$ cat config.mk
export PLATFORM = sky130hd
export DESIGN_NAME = rte_tag_encoder
export DESIGN_NICKNAME = d
export VERILOG_FILES = /design/src/rte_pkg.sv /design/src/rte_tag_encoder.sv
export SDC_FILE = /design/constraint.sdc
export NUM_CORES = 1
export LEC_CHECK = 0
export ABC_AREA = 1
export BUFFER_PORTS_ARGS = -buffer_cell sky130_fd_sc_hd__buf_2
export CAP_MARGIN = 20
export CORE_MARGIN = 2
export CORE_UTILIZATION = 50
export CTS_CLUSTER_DIAMETER = 150
export DETAILED_ROUTE_END_ITERATION = 8
export GPL_ROUTABILITY_DRIVEN = 0
export GPL_TIMING_DRIVEN = 0
export PLACE_DENSITY_LB_ADDON = 0.08
export REMOVE_ABC_BUFFERS = 1
export SLEW_MARGIN = 20
export SYNTH_ARGS = -nofsm -noshare
export SYNTH_HDL_FRONTEND = slang
export SYNTH_SLANG_ARGS = --single-unit
$ cat constraint.sdc
create_clock -name mclk -period 2.85 [get_ports mclk]
set_input_delay 0.4275 -clock mclk [delete_from_list [all_inputs] [get_ports mclk]]
set_output_delay 0.4275 -clock mclk [all_outputs]
set_load 0.02 [all_outputs]
$ cat src/rte_pkg.sv
// Constants, field layouts and types for the tag readout encoder.
// Assumes one carrier-derived clock; nothing here holds state.
`default_nettype none

package rte_pkg;

  // ****************************************************************
  // Configuration word layout
  // ****************************************************************
  typedef struct packed {
    logic array_lock_bit;
    logic fixed_zero_bit;
    logic psk_carrier_divider;
    logic modulation_select_high;
    logic modulation_select_low;
    logic encoding_select_high;
    logic encoding_select_low;
    logic rate_aux_bit;
    logic rate_select_bit_c;
    logic rate_select_bit_b;
    logic rate_select_bit_a;
    logic stream_length_select;
  } rte_cfg_t;

  localparam rte_cfg_t CFG_RESET = 12'h000;

  // Encodings and modulations, as {high, low} select bits
  typedef enum logic [1:0] {ENC_DIRECT = 2'b00, ENC_DIFF = 2'b01, ENC_MANCH = 2'b10, ENC_VARIANT = 2'b11} rte_enc_t;
  typedef enum logic [1:0] {MOD_DIRECT = 2'b00, MOD_FSK = 2'b01, MOD_PSK_CHG = 2'b10, MOD_PSK_ONE = 2'b11} rte_mod_t;

  // ****************************************************************
  // Timing counts, in carrier clock cycles
  // ****************************************************************
  localparam logic [7:0] DIV_DEFAULT   = 8'h80;  // Carrier / 128
  localparam logic [7:0] GAP_CYCLES    = 8'h10;  // Field absence that counts as a gap
  localparam logic [3:0] FSK_ONE_HALF  = 4'h4;   // Carrier / 8 for a one
  localparam logic [3:0] FSK_ZERO_HALF = 4'h5;   // Carrier / 10 for a zero
  localparam logic [1:0] SYNC_HALVES   = 2'h3;   // 1.5 bits of sync
  localparam int         ARRAY_BITS    = 128;
  localparam logic [6:0] LAST_BIT_128  = 7'h7f;
  localparam logic [6:0] LAST_BIT_96   = 7'h5f;

  // Bit rate divisors selected by {c, b, a}
  localparam logic [7:0] RATE_DIV [8] = '{8'h08, 8'h10, 8'h20, 8'h28, 8'h32, 8'h40, 8'h64, 8'h80};

  // ****************************************************************
  // Register port
  // ****************************************************************
  localparam logic [1:0] REG_CONFIG = 2'h0;
  localparam logic [1:0] REG_STATUS = 2'h1;
  localparam int         STS_GAP    = 0;  // Sticky gap flag, write one to clear
  localparam int         STS_LOCK   = 1;
  localparam int         STS_PROG   = 2;
  localparam int         STS_IDX    = 8;  // Current stream bit index, 7 bits

  // Programming pins, grouped
  typedef struct packed {
    logic active;
    logic contactless;
    logic bit_stb;
    logic bit_val;
    logic erase;
  } rte_prog_t;

endpackage

`default_nettype wire

$ cat src/rte_tag_encoder.sv
// Digital core of a passive read-only tag: array, sequencer, encoder, modulator.
// Assumes mclk is the carrier-derived clock; field, supply and programming pins are asynchronous.
//
// Operation
// - All timing derived from the carrier clock
// - Flag field gap after fixed absent cycles
// - Hold logic in reset until supply adequate
// - Encode data per two encoding select bits
// - Modulate load per two modulation select bits
// - PSK subcarrier carrier/2 or carrier/4
// - Fixed configuration bit always reads zero
// - Set lock after programming completes
// - Locked array refuses program and erase
// - Configuration never written over contactless path
// - Three bits pick return data rate
// - Programming uses carrier/128 bit rate
// - Timing settings apply only once programmed
// - Rate bit a with aux adds 1.5-bit sync
// - Step array addresses at data rate
// - Stream length 96 or 128 bits
// - Contactless programming uses 128-bit length
// - Programming addresses bits serially first to last
// - Unprogrammed: carrier/128, FSK, direct data
// - Locked tag transmits configured protocol
`default_nettype none

module rte_tag_encoder
  import rte_pkg::*;
(
  input  wire logic        mclk,
  input  wire logic        sys_rst,
  input  wire logic        carrier_present,
  input  wire logic        supply_ok,
  input  wire rte_cfg_t    cfg_fuse,
  input  wire logic        lock_fuse,
  input  wire rte_prog_t   prog_pins,
  input  wire logic [1:0]  reg_addr,
  input  wire logic [15:0] reg_wdata,
  input  wire logic        reg_wr,
  input  wire logic        reg_rd,
  output logic      [15:0] reg_rdata,
  output logic             coil_load,
  output logic             field_gap,
  output logic             array_locked,
  output logic             tag_in_reset
);

  // ****************************************************************
  // Pin synchronisers
  // ****************************************************************
  localparam int NSYNC = 7;
  logic [NSYNC-1:0] pin_raw;
  logic [NSYNC-1:0] sync1_reg;
  logic [NSYNC-1:0] sync2_reg;
  assign pin_raw = {carrier_present, supply_ok, prog_pins};

  // Two stages per pin; only the second stage is read by logic.
  // One process for all bits, so every stage has a single driver.
  always_ff @(posedge mclk) begin
    sync1_reg <= pin_raw;
    sync2_reg <= sync1_reg;
  end

  logic      carrier_s;
  logic      supply_s;
  rte_prog_t prog_s;
  assign carrier_s = sync2_reg[6];
  assign supply_s  = sync2_reg[5];
  assign prog_s    = sync2_reg[4:0];

  // ****************************************************************
  // Internal reset and strap capture
  // ****************************************************************
  logic rst_int;
  assign rst_int = sys_rst | ~supply_s;

  logic     tag_in_reset_reg;
  logic     load_pend_reg;
  rte_cfg_t cfg_reg;
  logic     lock_reg;
  logic     set_lock;

  // Factory word is caught on the first cycle after release, never under reset
  always_ff @(posedge mclk) begin
    tag_in_reset_reg <= rst_int;
    if (rst_int) begin
      load_pend_reg <= 1'b1;
      cfg_reg       <= CFG_RESET;
    end else if (load_pend_reg) begin
      load_pend_reg <= 1'b0;
      cfg_reg       <= cfg_fuse;
      cfg_reg.fixed_zero_bit <= 1'b0;
    end
  end

  // Lock only ever sets; nothing on the contactless path reaches cfg_reg
  always_ff @(posedge mclk) begin
    if (rst_int) begin
      lock_reg <= 1'b0;
    end else if ((load_pend_reg & lock_fuse) | set_lock) begin
      lock_reg <= 1'b1;
    end
  end

  // ****************************************************************
  // Field gap detector
  // ****************************************************************
  logic [7:0] gap_cnt_reg;
  logic       gap_hit;
  logic       field_gap_reg;
  logic       gap_flag_reg;
  logic       gap_clr;
  assign gap_hit = ~carrier_s & (gap_cnt_reg == GAP_CYCLES - 8'h01);
  assign gap_clr = reg_wr & (reg_addr == REG_STATUS) & reg_wdata[STS_GAP];

  // Pulse once per absence; the sticky copy lets set win over clear
  always_ff @(posedge mclk) begin
    if (rst_int) begin
      gap_cnt_reg   <= 8'h00;
      field_gap_reg <= 1'b0;
      gap_flag_reg  <= 1'b0;
    end else begin
      // Count saturates past the hit, so a long absence gives a single pulse
      gap_cnt_reg   <= carrier_s ? 8'h00 : ((gap_cnt_reg == GAP_CYCLES) ? gap_cnt_reg : gap_cnt_reg + 8'h01);
      field_gap_reg <= gap_hit;
      gap_flag_reg  <= (gap_hit | (gap_flag_reg & ~gap_clr));
    end
  end

  // ****************************************************************
  // Programming: serial bit writes and block erase
  // ****************************************************************
  logic [ARRAY_BITS-1:0] array_mem;
  logic [6:0]            prog_idx_reg;
  logic                  stb_d_reg;
  logic                  erase_d_reg;
  logic                  prog_ok;
  logic                  bit_wr;
  logic                  erase_go;
  assign prog_ok  = prog_s.active & ~lock_reg;
  assign bit_wr   = prog_ok & prog_s.bit_stb & ~stb_d_reg;
  assign erase_go = prog_ok & prog_s.erase & ~erase_d_reg;
  assign set_lock = bit_wr & (prog_idx_reg == LAST_BIT_128);

  always_ff @(posedge mclk) begin
    if (rst_int) begin
      stb_d_reg    <= 1'b0;
      erase_d_reg  <= 1'b0;
      prog_idx_reg <= 7'h00;
    end else begin
      stb_d_reg   <= prog_s.bit_stb;
      erase_d_reg <= prog_s.erase;
      if (erase_go | ~prog_s.active) begin
        prog_idx_reg <= 7'h00;
      end else if (bit_wr) begin
        prog_idx_reg <= prog_idx_reg + 7'h01;
      end
    end
  end

  // Array is nonvolatile: not touched by reset
  always_ff @(posedge mclk) begin
    if (erase_go) begin
      array_mem <= '0;
    end else if (bit_wr) begin
      array_mem[prog_idx_reg] <= prog_s.bit_val;
    end
  end

  // ****************************************************************
  // Effective settings
  // ****************************************************************
  logic       use_cfg;
  logic [7:0] bit_div;
  logic [6:0] half_div;
  logic [6:0] last_bit;
  logic       sync_en;
  rte_enc_t   enc_mode;
  rte_mod_t   mod_mode;

  // Defaults rule until locked and while programming
  assign use_cfg  = lock_reg & ~prog_s.active;
  assign bit_div  = use_cfg ? RATE_DIV[{cfg_reg.rate_select_bit_c, cfg_reg.rate_select_bit_b,
                                       cfg_reg.rate_select_bit_a}] : DIV_DEFAULT;
  assign half_div = bit_div[7:1];
  assign last_bit = (use_cfg & ~cfg_reg.stream_length_select) ? LAST_BIT_96 : LAST_BIT_128;
  assign sync_en  = use_cfg & cfg_reg.rate_select_bit_a & cfg_reg.rate_aux_bit;
  assign enc_mode = use_cfg ? rte_enc_t'({cfg_reg.encoding_select_high, cfg_reg.encoding_select_low})
                            : ENC_DIRECT;
  assign mod_mode = use_cfg ? rte_mod_t'({cfg_reg.modulation_select_high, cfg_reg.modulation_select_low})
                            : MOD_FSK;

  // ****************************************************************
  // Half-bit divider
  // ****************************************************************
  logic [6:0] half_cnt_reg;
  logic       half_tick;
  assign half_tick = (half_cnt_reg >= half_div - 7'h01);

  // Enable pulse every half bit period, all from the carrier clock
  always_ff @(posedge mclk) begin
    if (rst_int) begin
      half_cnt_reg <= 7'h00;
    end else begin
      half_cnt_reg <= half_tick ? 7'h00 : half_cnt_reg + 7'h01;
    end
  end

  // ****************************************************************
  // Stream sequencer and encoder
  // ****************************************************************
  // One bit changes per step along start, data, sync, data
  typedef enum logic [1:0] {ST_START = 2'b10, ST_SYNC = 2'b01, ST_DATA = 2'b11} rte_state_t;
  rte_state_t state_reg;
  logic [6:0] bit_idx_reg;
  logic       half_reg;
  logic [1:0] sync_cnt_reg;
  logic       enc_reg;
  logic       new_bit;
  logic [6:0] next_idx;
  logic       next_d;
  logic       cur_d;
  logic       enc_next;
  logic       sync_done;
  logic       sync_go;
  logic       bit_start;

  assign sync_done = (sync_cnt_reg == SYNC_HALVES - 2'h1);
  assign sync_go   = (state_reg == ST_DATA) & half_reg & (bit_idx_reg >= last_bit) & sync_en;
  // A data bit begins on this tick; sync halves are never bit edges
  assign bit_start = half_tick & new_bit & ~sync_go & ~((state_reg == ST_SYNC) & ~sync_done);
  assign new_bit   = (state_reg != ST_DATA) | half_reg;
  assign next_idx  = (state_reg != ST_DATA) ? 7'h00 : ((bit_idx_reg >= last_bit) ? 7'h00 : bit_idx_reg + 7'h01);
  assign next_d    = array_mem[next_idx];
  assign cur_d     = array_mem[bit_idx_reg];

  // Level of the half bit about to start
  always_comb begin
    enc_next = next_d;
    unique case (enc_mode)
      ENC_DIRECT:  enc_next = new_bit ? next_d : cur_d;
      ENC_DIFF:    enc_next = new_bit ? ~enc_reg : (cur_d ? enc_reg : ~enc_reg);
      ENC_MANCH:   enc_next = new_bit ? next_d : ~cur_d;
      ENC_VARIANT: enc_next = new_bit ? ~next_d : cur_d;
    endcase
  end

  // Wrapping back to bit 0 restarts with an optional sync word
  always_ff @(posedge mclk) begin
    if (rst_int) begin
      state_reg    <= ST_START;
      bit_idx_reg  <= 7'h00;
      half_reg     <= 1'b0;
      sync_cnt_reg <= 2'h0;
      enc_reg      <= 1'b0;
    end else if (half_tick) begin
      if (state_reg == ST_SYNC && !sync_done) begin
        sync_cnt_reg <= sync_cnt_reg + 2'h1;
        enc_reg      <= (sync_cnt_reg == 2'h0);
      end else if (sync_go) begin
        state_reg    <= ST_SYNC;
        sync_cnt_reg <= 2'h0;
        enc_reg      <= 1'b1;
      end else begin
        state_reg   <= ST_DATA;
        enc_reg     <= enc_next;
        half_reg    <= ~new_bit;
        bit_idx_reg <= new_bit ? next_idx : bit_idx_reg;
      end
    end
  end

  // ****************************************************************
  // Modulator
  // ****************************************************************
  logic [1:0] sub_cnt_reg;
  logic [3:0] fsk_cnt_reg;
  logic       fsk_sq_reg;
  logic       psk_ph_reg;
  logic       enc_d_reg;
  logic       subcar;
  logic       fsk_end;
  logic       psk_flip;
  logic       load_next;

  assign subcar  = cfg_reg.psk_carrier_divider ? sub_cnt_reg[1] : sub_cnt_reg[0];
  assign fsk_end = (fsk_cnt_reg >= (enc_reg ? FSK_ONE_HALF : FSK_ZERO_HALF) - 4'h1);
  // Phase flips on a data change, or at the start of each one bit
  assign psk_flip = (mod_mode == MOD_PSK_CHG) ? (enc_reg != enc_d_reg)
                                              : (bit_start & next_d);

  always_comb begin
    load_next = enc_reg;
    unique case (mod_mode)
      MOD_DIRECT:  load_next = enc_reg;
      MOD_FSK:     load_next = fsk_sq_reg;
      MOD_PSK_CHG: load_next = subcar ^ psk_ph_reg;
      MOD_PSK_ONE: load_next = subcar ^ psk_ph_reg;
    endcase
  end

  always_ff @(posedge mclk) begin
    if (rst_int) begin
      sub_cnt_reg <= 2'h0;
      fsk_cnt_reg <= 4'h0;
      fsk_sq_reg  <= 1'b0;
      psk_ph_reg  <= 1'b0;
      enc_d_reg   <= 1'b0;
    end else begin
      sub_cnt_reg <= sub_cnt_reg + 2'h1;
      fsk_cnt_reg <= fsk_end ? 4'h0 : fsk_cnt_reg + 4'h1;
      fsk_sq_reg  <= fsk_sq_reg ^ fsk_end;
      enc_d_reg   <= enc_reg;
      psk_ph_reg  <= psk_ph_reg ^ (mod_mode[1] & psk_flip);
    end
  end

  // ****************************************************************
  // Register port and outputs
  // ****************************************************************
  logic [15:0] rd_mux;
  logic [15:0] status_word;
  assign status_word = {1'b0, bit_idx_reg, 5'h00, prog_s.active, lock_reg, gap_flag_reg};
  assign rd_mux = (reg_addr == REG_CONFIG) ? {4'h0, lock_reg, cfg_reg[10:0]} :
                  (reg_addr == REG_STATUS) ? status_word : 16'h0000;

  // Outputs all from flops; load is released while held in reset
  always_ff @(posedge mclk) begin
    if (rst_int) begin
      reg_rdata <= 16'h0000;
      coil_load <= 1'b0;
    end else begin
      reg_rdata <= reg_rd ? rd_mux : 16'h0000;
      coil_load <= load_next;
    end
  end

  assign field_gap    = field_gap_reg;
  assign array_locked = lock_reg;
  assign tag_in_reset = tag_in_reset_reg;

endmodule

`default_nettype wire

==> impl_metrics.env, run 1 <==
export IMPL_fin_ws_ns=-0.1374
export IMPL_drive_gt1_share_pct=14.80
export IMPL_min_path_type="primary input to flop"
export IMPL_internal_power_uw=4948
export IMPL_min_period_over_period_pct=104.8
export IMPL_hp_start="cfg_fuse[0]"
export IMPL_synth_edf_count=0
export IMPL_cts_sinks=216
export IMPL_yosys_area_share_simple_pct=26.28
export IMPL_drt_iter0_markers=1401
export IMPL_hold_depth=3
export IMPL_track_usage_pct=34.00
export IMPL_cts_tree="built"
export IMPL_worstSetupPathType="flop to flop"
export IMPL_antenna_found_initial=0
export IMPL_yosys_top_cells_area="dfxtp_1, nand3_1, a21oi_1"
export IMPL_core_mm2=0.02257
export IMPL_first_pass_iters=6
export IMPL_crit_arrival_ns=3.42
export IMPL_critPathLaunch="array_locked"
export IMPL_fin_nets=1733
export IMPL_hold_ws_ns=0.1432
export IMPL_path_max_fanout=19
export IMPL_vias=12310
export IMPL_critPathTopFamily="simple AND/OR/NAND/NOR gates"
export IMPL_postRouteWirelength_um=41600
export IMPL_fmax_mhz=334.7
export IMPL_yosysMostFrequentCell="nand3_1"
export IMPL_fin_cells=1967
export IMPL_drv_slew=0
export IMPL_dp_cells=1855
export IMPL_synthCells=1628
export IMPL_synth_compound_area_share_pct=21.98
export IMPL_comb_power_share_pct=4.6
export IMPL_clockBufferDepth=3
export IMPL_largest_reg_flops=128
export IMPL_setup_viol=11
export IMPL_die_x_um=155.5
export IMPL_synth_area_mm2=0.01147
export IMPL_routed_via_density=6.256
export IMPL_grt_overflow=0
export IMPL_r2r_start="array_locked"
export IMPL_path_clk_slew_ns=0.06
export IMPL_yosysSeqAreaShare_pct=37.68
export IMPL_ys_top_cells_by_count="nand3_1, dfxtp_1, nand2_1"
export IMPL_seq_power_share_pct=47.5
export IMPL_critPathCaptureType="flop"
export IMPL_grt_start_max_net_pins=83
export IMPL_cpPeakStageDelay_ns=0.34
export IMPL_start_util_pct=50.84
export IMPL_tightestPinTransition_ns=1.228
export IMPL_grt_pass1_vias=11500
export IMPL_drcViolationCount=0
export IMPL_area_growth_pct=19.78
export IMPL_cts_buffers_inserted=25
export IMPL_clk_insertion_delay_late_ns=0.53
export IMPL_synth_top_family_by_area="simple AND/OR/NAND/NOR gates"
export IMPL_ys_ff_latch=216
export IMPL_hold_end="cfg_reg[0]"
export IMPL_switching_power_uw=1511
export IMPL_p_sw_share_pct=23.39
export IMPL_dieArea_mm2=0.02418
export IMPL_cts_htree_levels=1
export IMPL_design_area_mm2=0.01374
export IMPL_crit_chain="inv_2 -> nor2_4 -> inv_4 -> nor2_4 -> ha_2 -> nand2_2 -> nor2_4 -> nand2_8 -> nand3_4 -> inv_2 -> nand2_8 -> inv_6 -> nand3_1 -> nand3_2 -> nand3_1 -> nand3_1 -> nand3_2 -> nand3_2 -> nand2_1 -> nand2_1 -> nand3_1 -> nand2_1 -> nand2_1"
export IMPL_power_frac_clock_pct=47.9
export IMPL_register_area_mm2=0.004342
export IMPL_multi_input_area_mm2=0.006392
export IMPL_grt_pass1_wl_um=64350
export IMPL_ys_async_sr_fraction_pct=0
export IMPL_crit_buf_inv=4
export IMPL_ys_warnings_count=0
export IMPL_preCtsSetupSlack_ns=-1.394
export IMPL_violations="negative setup slack"
export IMPL_synthMuxAreaShare_pct=0.08723
export IMPL_p_leak_uw=0.005076
export IMPL_fill_cells=2061
export IMPL_fin_crit_ns=2.987
export IMPL_placed_area_mm2=0.01194
export IMPL_timing_reg2reg_setup_slack_ns=-0.14
export IMPL_dp_hpwl_um=22870
export IMPL_hold_violations=0
export IMPL_relSlewSlack_pct=18.02
export IMPL_wl_per_cell_um=21.15
export IMPL_portBuffers=42
export IMPL_synth_top_area_share_pct=37.68
export IMPL_outcome="complete, but fails checks"
export IMPL_crit_required_ns=3.28
export IMPL_synth_flop_cell="dfxtp_1"
export IMPL_skew_ns=0.01050
export IMPL_worst_path_max_delay_cell="dfxtp_2"
export IMPL_drv_cap=0
export IMPL_grt_setup_unrepaired="true"
export IMPL_diodes=0
export IMPL_worst_r2r_endpoint="enc_reg"
export IMPL_synth_cell_types=46
export IMPL_cts_root_buf="clkbuf_16"
export IMPL_yosys_area_share_adder_pct=2.617
export IMPL_die_h_um=155.5
export IMPL_ir_drop_mv=0.5613
export IMPL_power_uw=6459
export IMPL_ant_nets=0
export IMPL_synthXorXnorAreaFrac_pct=1.374
export IMPL_io_pins=62
export IMPL_start_kind="flop"
export IMPL_reg2reg_depth=23
export IMPL_fp_row_count=55
export IMPL_pwr_density_cell_mw_per_mm2=469.9
export IMPL_syn_avg_cell_area_um2=7.048
export IMPL_synth_top_area_cell="dfxtp_1"
## power groups by stage
| stage | clock (uW) | combinational, uW | sequential, uW |
|---|---|---|---|
| 5_1_grt | 3230 | 322 | 3070 |
| 6_report | 3090 | 297 | 3070 |
| 3_5_place_dp | 0 | 257 | 3140 |
| 2_1_floorplan | 0 | 139 | 3130 |
| 3_3_place_gp | 0 | 224 | 3140 |
| 4_1_cts | 3130 | 283 | 3070 |
## cell usage in the layout, fill, tap and decap left out, types with 8 or more instances in the layout
cell	instances
nand3_1	209
dfxtp_1	208
nand2_1	198
a21oi_1	171
inv_1	148
nor2_1	129
o21ai_0	118
a311oi_1	68
nand4_1	52
buf_4	46
buf_2	42
clkbuf_16	25
a31oi_1	22
ha_1	20
nand3_2	18
nor2_4	17
a211oi_1	14
o211ai_1	13
buf_16	12
xor2_1	10
xnor2_1	8
buf_12	8
## logic make-up after synthesis
group | count (synthesis)
compound gates | 426
xor+xnor | 18
fa+ha+maj | 24
buf+inv | 284
flops | 216
mux | 1
other cells | 1
simple gates | 658
## per-stage QoR
step / utilization [%] / setup TNS, ns
2_1_floorplan: - / -420.23
3_3_place_gp: 51.04 / -1034.99
3_5_place_dp: 52.89 / -17.60
4_1_cts: 60.55 / -0.1195
5_1_grt: 60.89 / -4.615
6_report: 60.89 / -0.5647
## per-layer routing
| layer | wire length (um) | global-route usage (%) | vias up |
|---|---|---|---|
| li1 | - | - | 5776 |
| met1 | 16690 | 45.23 | 5682 |
| met2 | 18080 | 52.13 | 659 |
| met3 | 4522 | 7.744 | 189 |
| met4 | 2303 | 16.69 | 0 |
| met5 | 0 | 0 | - |
## worst reg2reg max path: cells and delay by family (launching register included)
family | cells | cell delay (ns)
and+or+nand+nor | 18 | 1.78
buffers and inverters | 4 | 0.50
DFF | 1 | 0.34
adders and majority gates | 1 | 0.27
## timing repair
item	in CTS	in global routing
hold buffers	6	0
setup buffers	45	6
pin swaps	18	5
hold endpoints to repair	6	0
resized for setup	86	6
setup endpoints to repair	56	42
gates cloned	13	0
## final cells by class
class | count | area share, %
Clock buffer | 35 | 5.116
Clock inverter | 7 | 0.5280
Inverter | 165 | 4.761
Multi-Input combinational cell | 1135 | 46.51
Sequential cell | 216 | 31.59
Tap cell | 285 | 2.594
Timing Repair Buffer | 123 | 8.839
Timing Repair inverter | 1 | 0.06372
## worst max path at each step
stage	endpoint	slack [ns]	depth (start not counted)
floorplan	array_mem[29]	-4.60	6
global placement	array_mem[29]	-10.80	7
detailed placement	enc_reg	-1.39	21
CTS	enc_reg	-0.05	23
global route	bit_idx_reg[6]	-0.33	21
finish	enc_reg	-0.14	23
(Power assumes the default switching activity.)
==> inputs of run 2 (changes only) <==
- BUFFER_PORTS_ARGS: -buffer_cell sky130_fd_sc_hd__buf_2 -> default
- DONT_BUFFER_PORTS: default -> 1
==> run 2 against run 1 <==
Compared with the run above: the run still ends with negative setup slack left; sequential power is essentially flat; clock power grew 13%; count of clock-buffer cells in the layout fell by 6; cell area fell by 0.16%; global-route usage decreased by 1.0 points; final cell count shrank 2.0%; largest cell class unchanged; largest power group unchanged.
==> impl_metrics.env, run 2 (synthesis results as in run 1) <==
export IMPL_start_kind="flop"
export IMPL_start_util_pct=50.84
export IMPL_drv_slew=0
export IMPL_drt_iter0_markers=1497
export IMPL_relSlewSlack_pct=36.41
export IMPL_die_h_um=155.5
export IMPL_tightestPinTransition_ns=0.9504
export IMPL_diodes=0
export IMPL_fin_crit_ns=2.967
export IMPL_violations="negative setup slack"
export IMPL_final_common_cell="dfxtp_1"
export IMPL_antenna_found_initial=0
export IMPL_clk_insertion_delay_late_ns=0.54
export IMPL_cts_htree_levels=1
export IMPL_grt_start_max_net_pins=83
export IMPL_die_x_um=155.5
export IMPL_drcViolationCount=0
export IMPL_hold_violations=0
export IMPL_grt_overflow=0
export IMPL_fin_nets=1690
export IMPL_io_pins=62
export IMPL_crit_arrival_ns=3.41
export IMPL_fp_row_count=55
export IMPL_ir_drop_mv=0.4903
export IMPL_dieArea_mm2=0.02418
export IMPL_grt_setup_unrepaired="true"
export IMPL_fmax_mhz=337.1
export IMPL_drive_gt1_share_pct=13.63
export IMPL_postRouteWirelength_um=40600
export IMPL_ant_nets=0
export IMPL_min_path_type="primary input to flop"
export IMPL_cts_tree="built"
export IMPL_clockBufferDepth=3
export IMPL_crit_required_ns=3.29
export IMPL_routed_via_density=6.216
export IMPL_setup_viol=10
export IMPL_core_mm2=0.02257
export IMPL_first_pass_iters=8
export IMPL_drv_cap=0
export IMPL_placed_area_mm2=0.01176
export IMPL_cts_buffers_inserted=25
export IMPL_power_uw=6851
export IMPL_wl_per_cell_um=21.06
export IMPL_critPathCaptureType="flop"
export IMPL_cts_sinks=216
export IMPL_fill_cells=2038
export IMPL_worstSetupPathType="flop to flop"
export IMPL_grt_pass1_vias=11090
export IMPL_p_leak_uw=0.004950
export IMPL_area_growth_pct=19.58
export IMPL_largest_reg_flops=128
export IMPL_fin_ws_ns=-0.1166
export IMPL_min_period_over_period_pct=104.1
export IMPL_cts_root_buf="clkbuf_16"
export IMPL_outcome="complete, but fails checks"
export IMPL_skew_ns=0.01431
export IMPL_path_max_fanout=7
export IMPL_mostFrequentLayoutCells="dfxtp_1, nand3_1, nand2_1"
export IMPL_path_clk_slew_ns=0.06
export IMPL_vias=11980
export IMPL_grt_pass1_wl_um=62830
export IMPL_track_usage_pct=32.97
export IMPL_pwr_density_cell_mw_per_mm2=499.3
export IMPL_dp_hpwl_um=23130
export IMPL_design_area_mm2=0.01372
export IMPL_portBuffers=0
-- run 2: cell types whose count changed in the layout (fill, tap and decap cells not counted), moves of 3 or more --
cell / previous run / this run
buf_2: 42 / 0
nand3_1: 209 / 202
clkbuf_1: 6 / 0
nand3_2: 18 / 24
buf_12: 8 / 12
clkinv_2: 5 / 9
ha_2: 4 / 0
buf_16: 12 / 9
buf_4: 46 / 43
bufinv_16: 1 / 4
-- run 2: final timing paths --
path,startpoint,to,slack (ns),cells past startpoint
max reg2reg,array_locked,enc_reg,-0.12,20
min reg2reg,sync1_reg[6],sync2_reg[6],0.33,0
min,cfg_fuse[0],cfg_reg[0],0.05,2
max,array_locked,enc_reg,-0.12,20
-- run 2: per-layer routing --
layer | track usage (%) | up-vias | part of all wire (%)
li1 | - | 5686 | -
met1 | 44.88 | 5497 | 41
met2 | 51.03 | 640 | 44
met3 | 5.627 | 161 | 9.7
met4 | 15.55 | 0 | 4.8
met5 | 0 | - | 0
-- run 2: what timing repair did --
item                                    4_1_cts  5_1_grt
pin swaps                                    33       18
buffers inserted                             35       14
endpoints found under the hold margin         6        0
gates cloned                                 10        1
gates resized for setup                      88        8
hold buffers                                  6        0
endpoints found under the setup margin       84       78
-- run 2: report_power, final --
part           total, uW  switching [uW]  internal, uW
Combinational        281             187          93.3
Sequential          3070            29.0          3040
Clock               3500            1410          2090
Total               6850            1620          5230
-- run 2: layout make-up --
class | count | area [um^2] | share of cell area [%]
inverter | 165 | 660.6 | 4.814
tap | 285 | 356.6 | 2.599
clock buffer | 29 | 680.7 | 4.960
clock inverter | 17 | 214.0 | 1.559
timing repair inverter | 1 | 8.758 | 0.06383
multi-input combinational | 1134 | 6441 | 46.94
timing repair buffer | 81 | 1016 | 7.404
sequential | 216 | 4344 | 31.66
-- run 2: critical path, stage by stage (launching register included) --
cell and delay (ns):
dfxtp_4 0.40, inv_4 0.05, nor2_4 0.11, inv_4 0.08, nor2_4 0.11, ha_4 0.22, nand2_4 0.07, nor2_4 0.06
nand2_8 0.13, nand3_4 0.14, buf_4 0.19, nor2_4 0.23, inv_1 0.28, nand3_2 0.19, nand3_2 0.09, nand3_2 0.10
nand3_2 0.10, a21oi_2 0.14, nand3_1 0.08, nand2_1 0.06, nand2_1 0.04
-- run 2: per-stage QoR --
| step | setup WS (ns) | TNS, ns | hold WS [ns] | std cells | utilization, % |
|---|---|---|---|---|---|
| 2_1_floorplan | -4.599 | -420.23 | 0.3096 | 1509 | - |
| 3_3_place_gp | -11.06 | -1059.92 | 0.3107 | 1794 | 50.11 |
| 3_5_place_dp | -1.605 | -29.84 | 0.3128 | 1816 | 52.10 |
| 4_1_cts | -0.1666 | -1.396 | 0.04049 | 1913 | 59.84 |
| 5_1_grt | -0.3345 | -3.408 | 0.04646 | 1928 | 60.79 |
| 6_report | -0.1166 | -0.7310 | 0.05262 | 1928 | 60.79 |
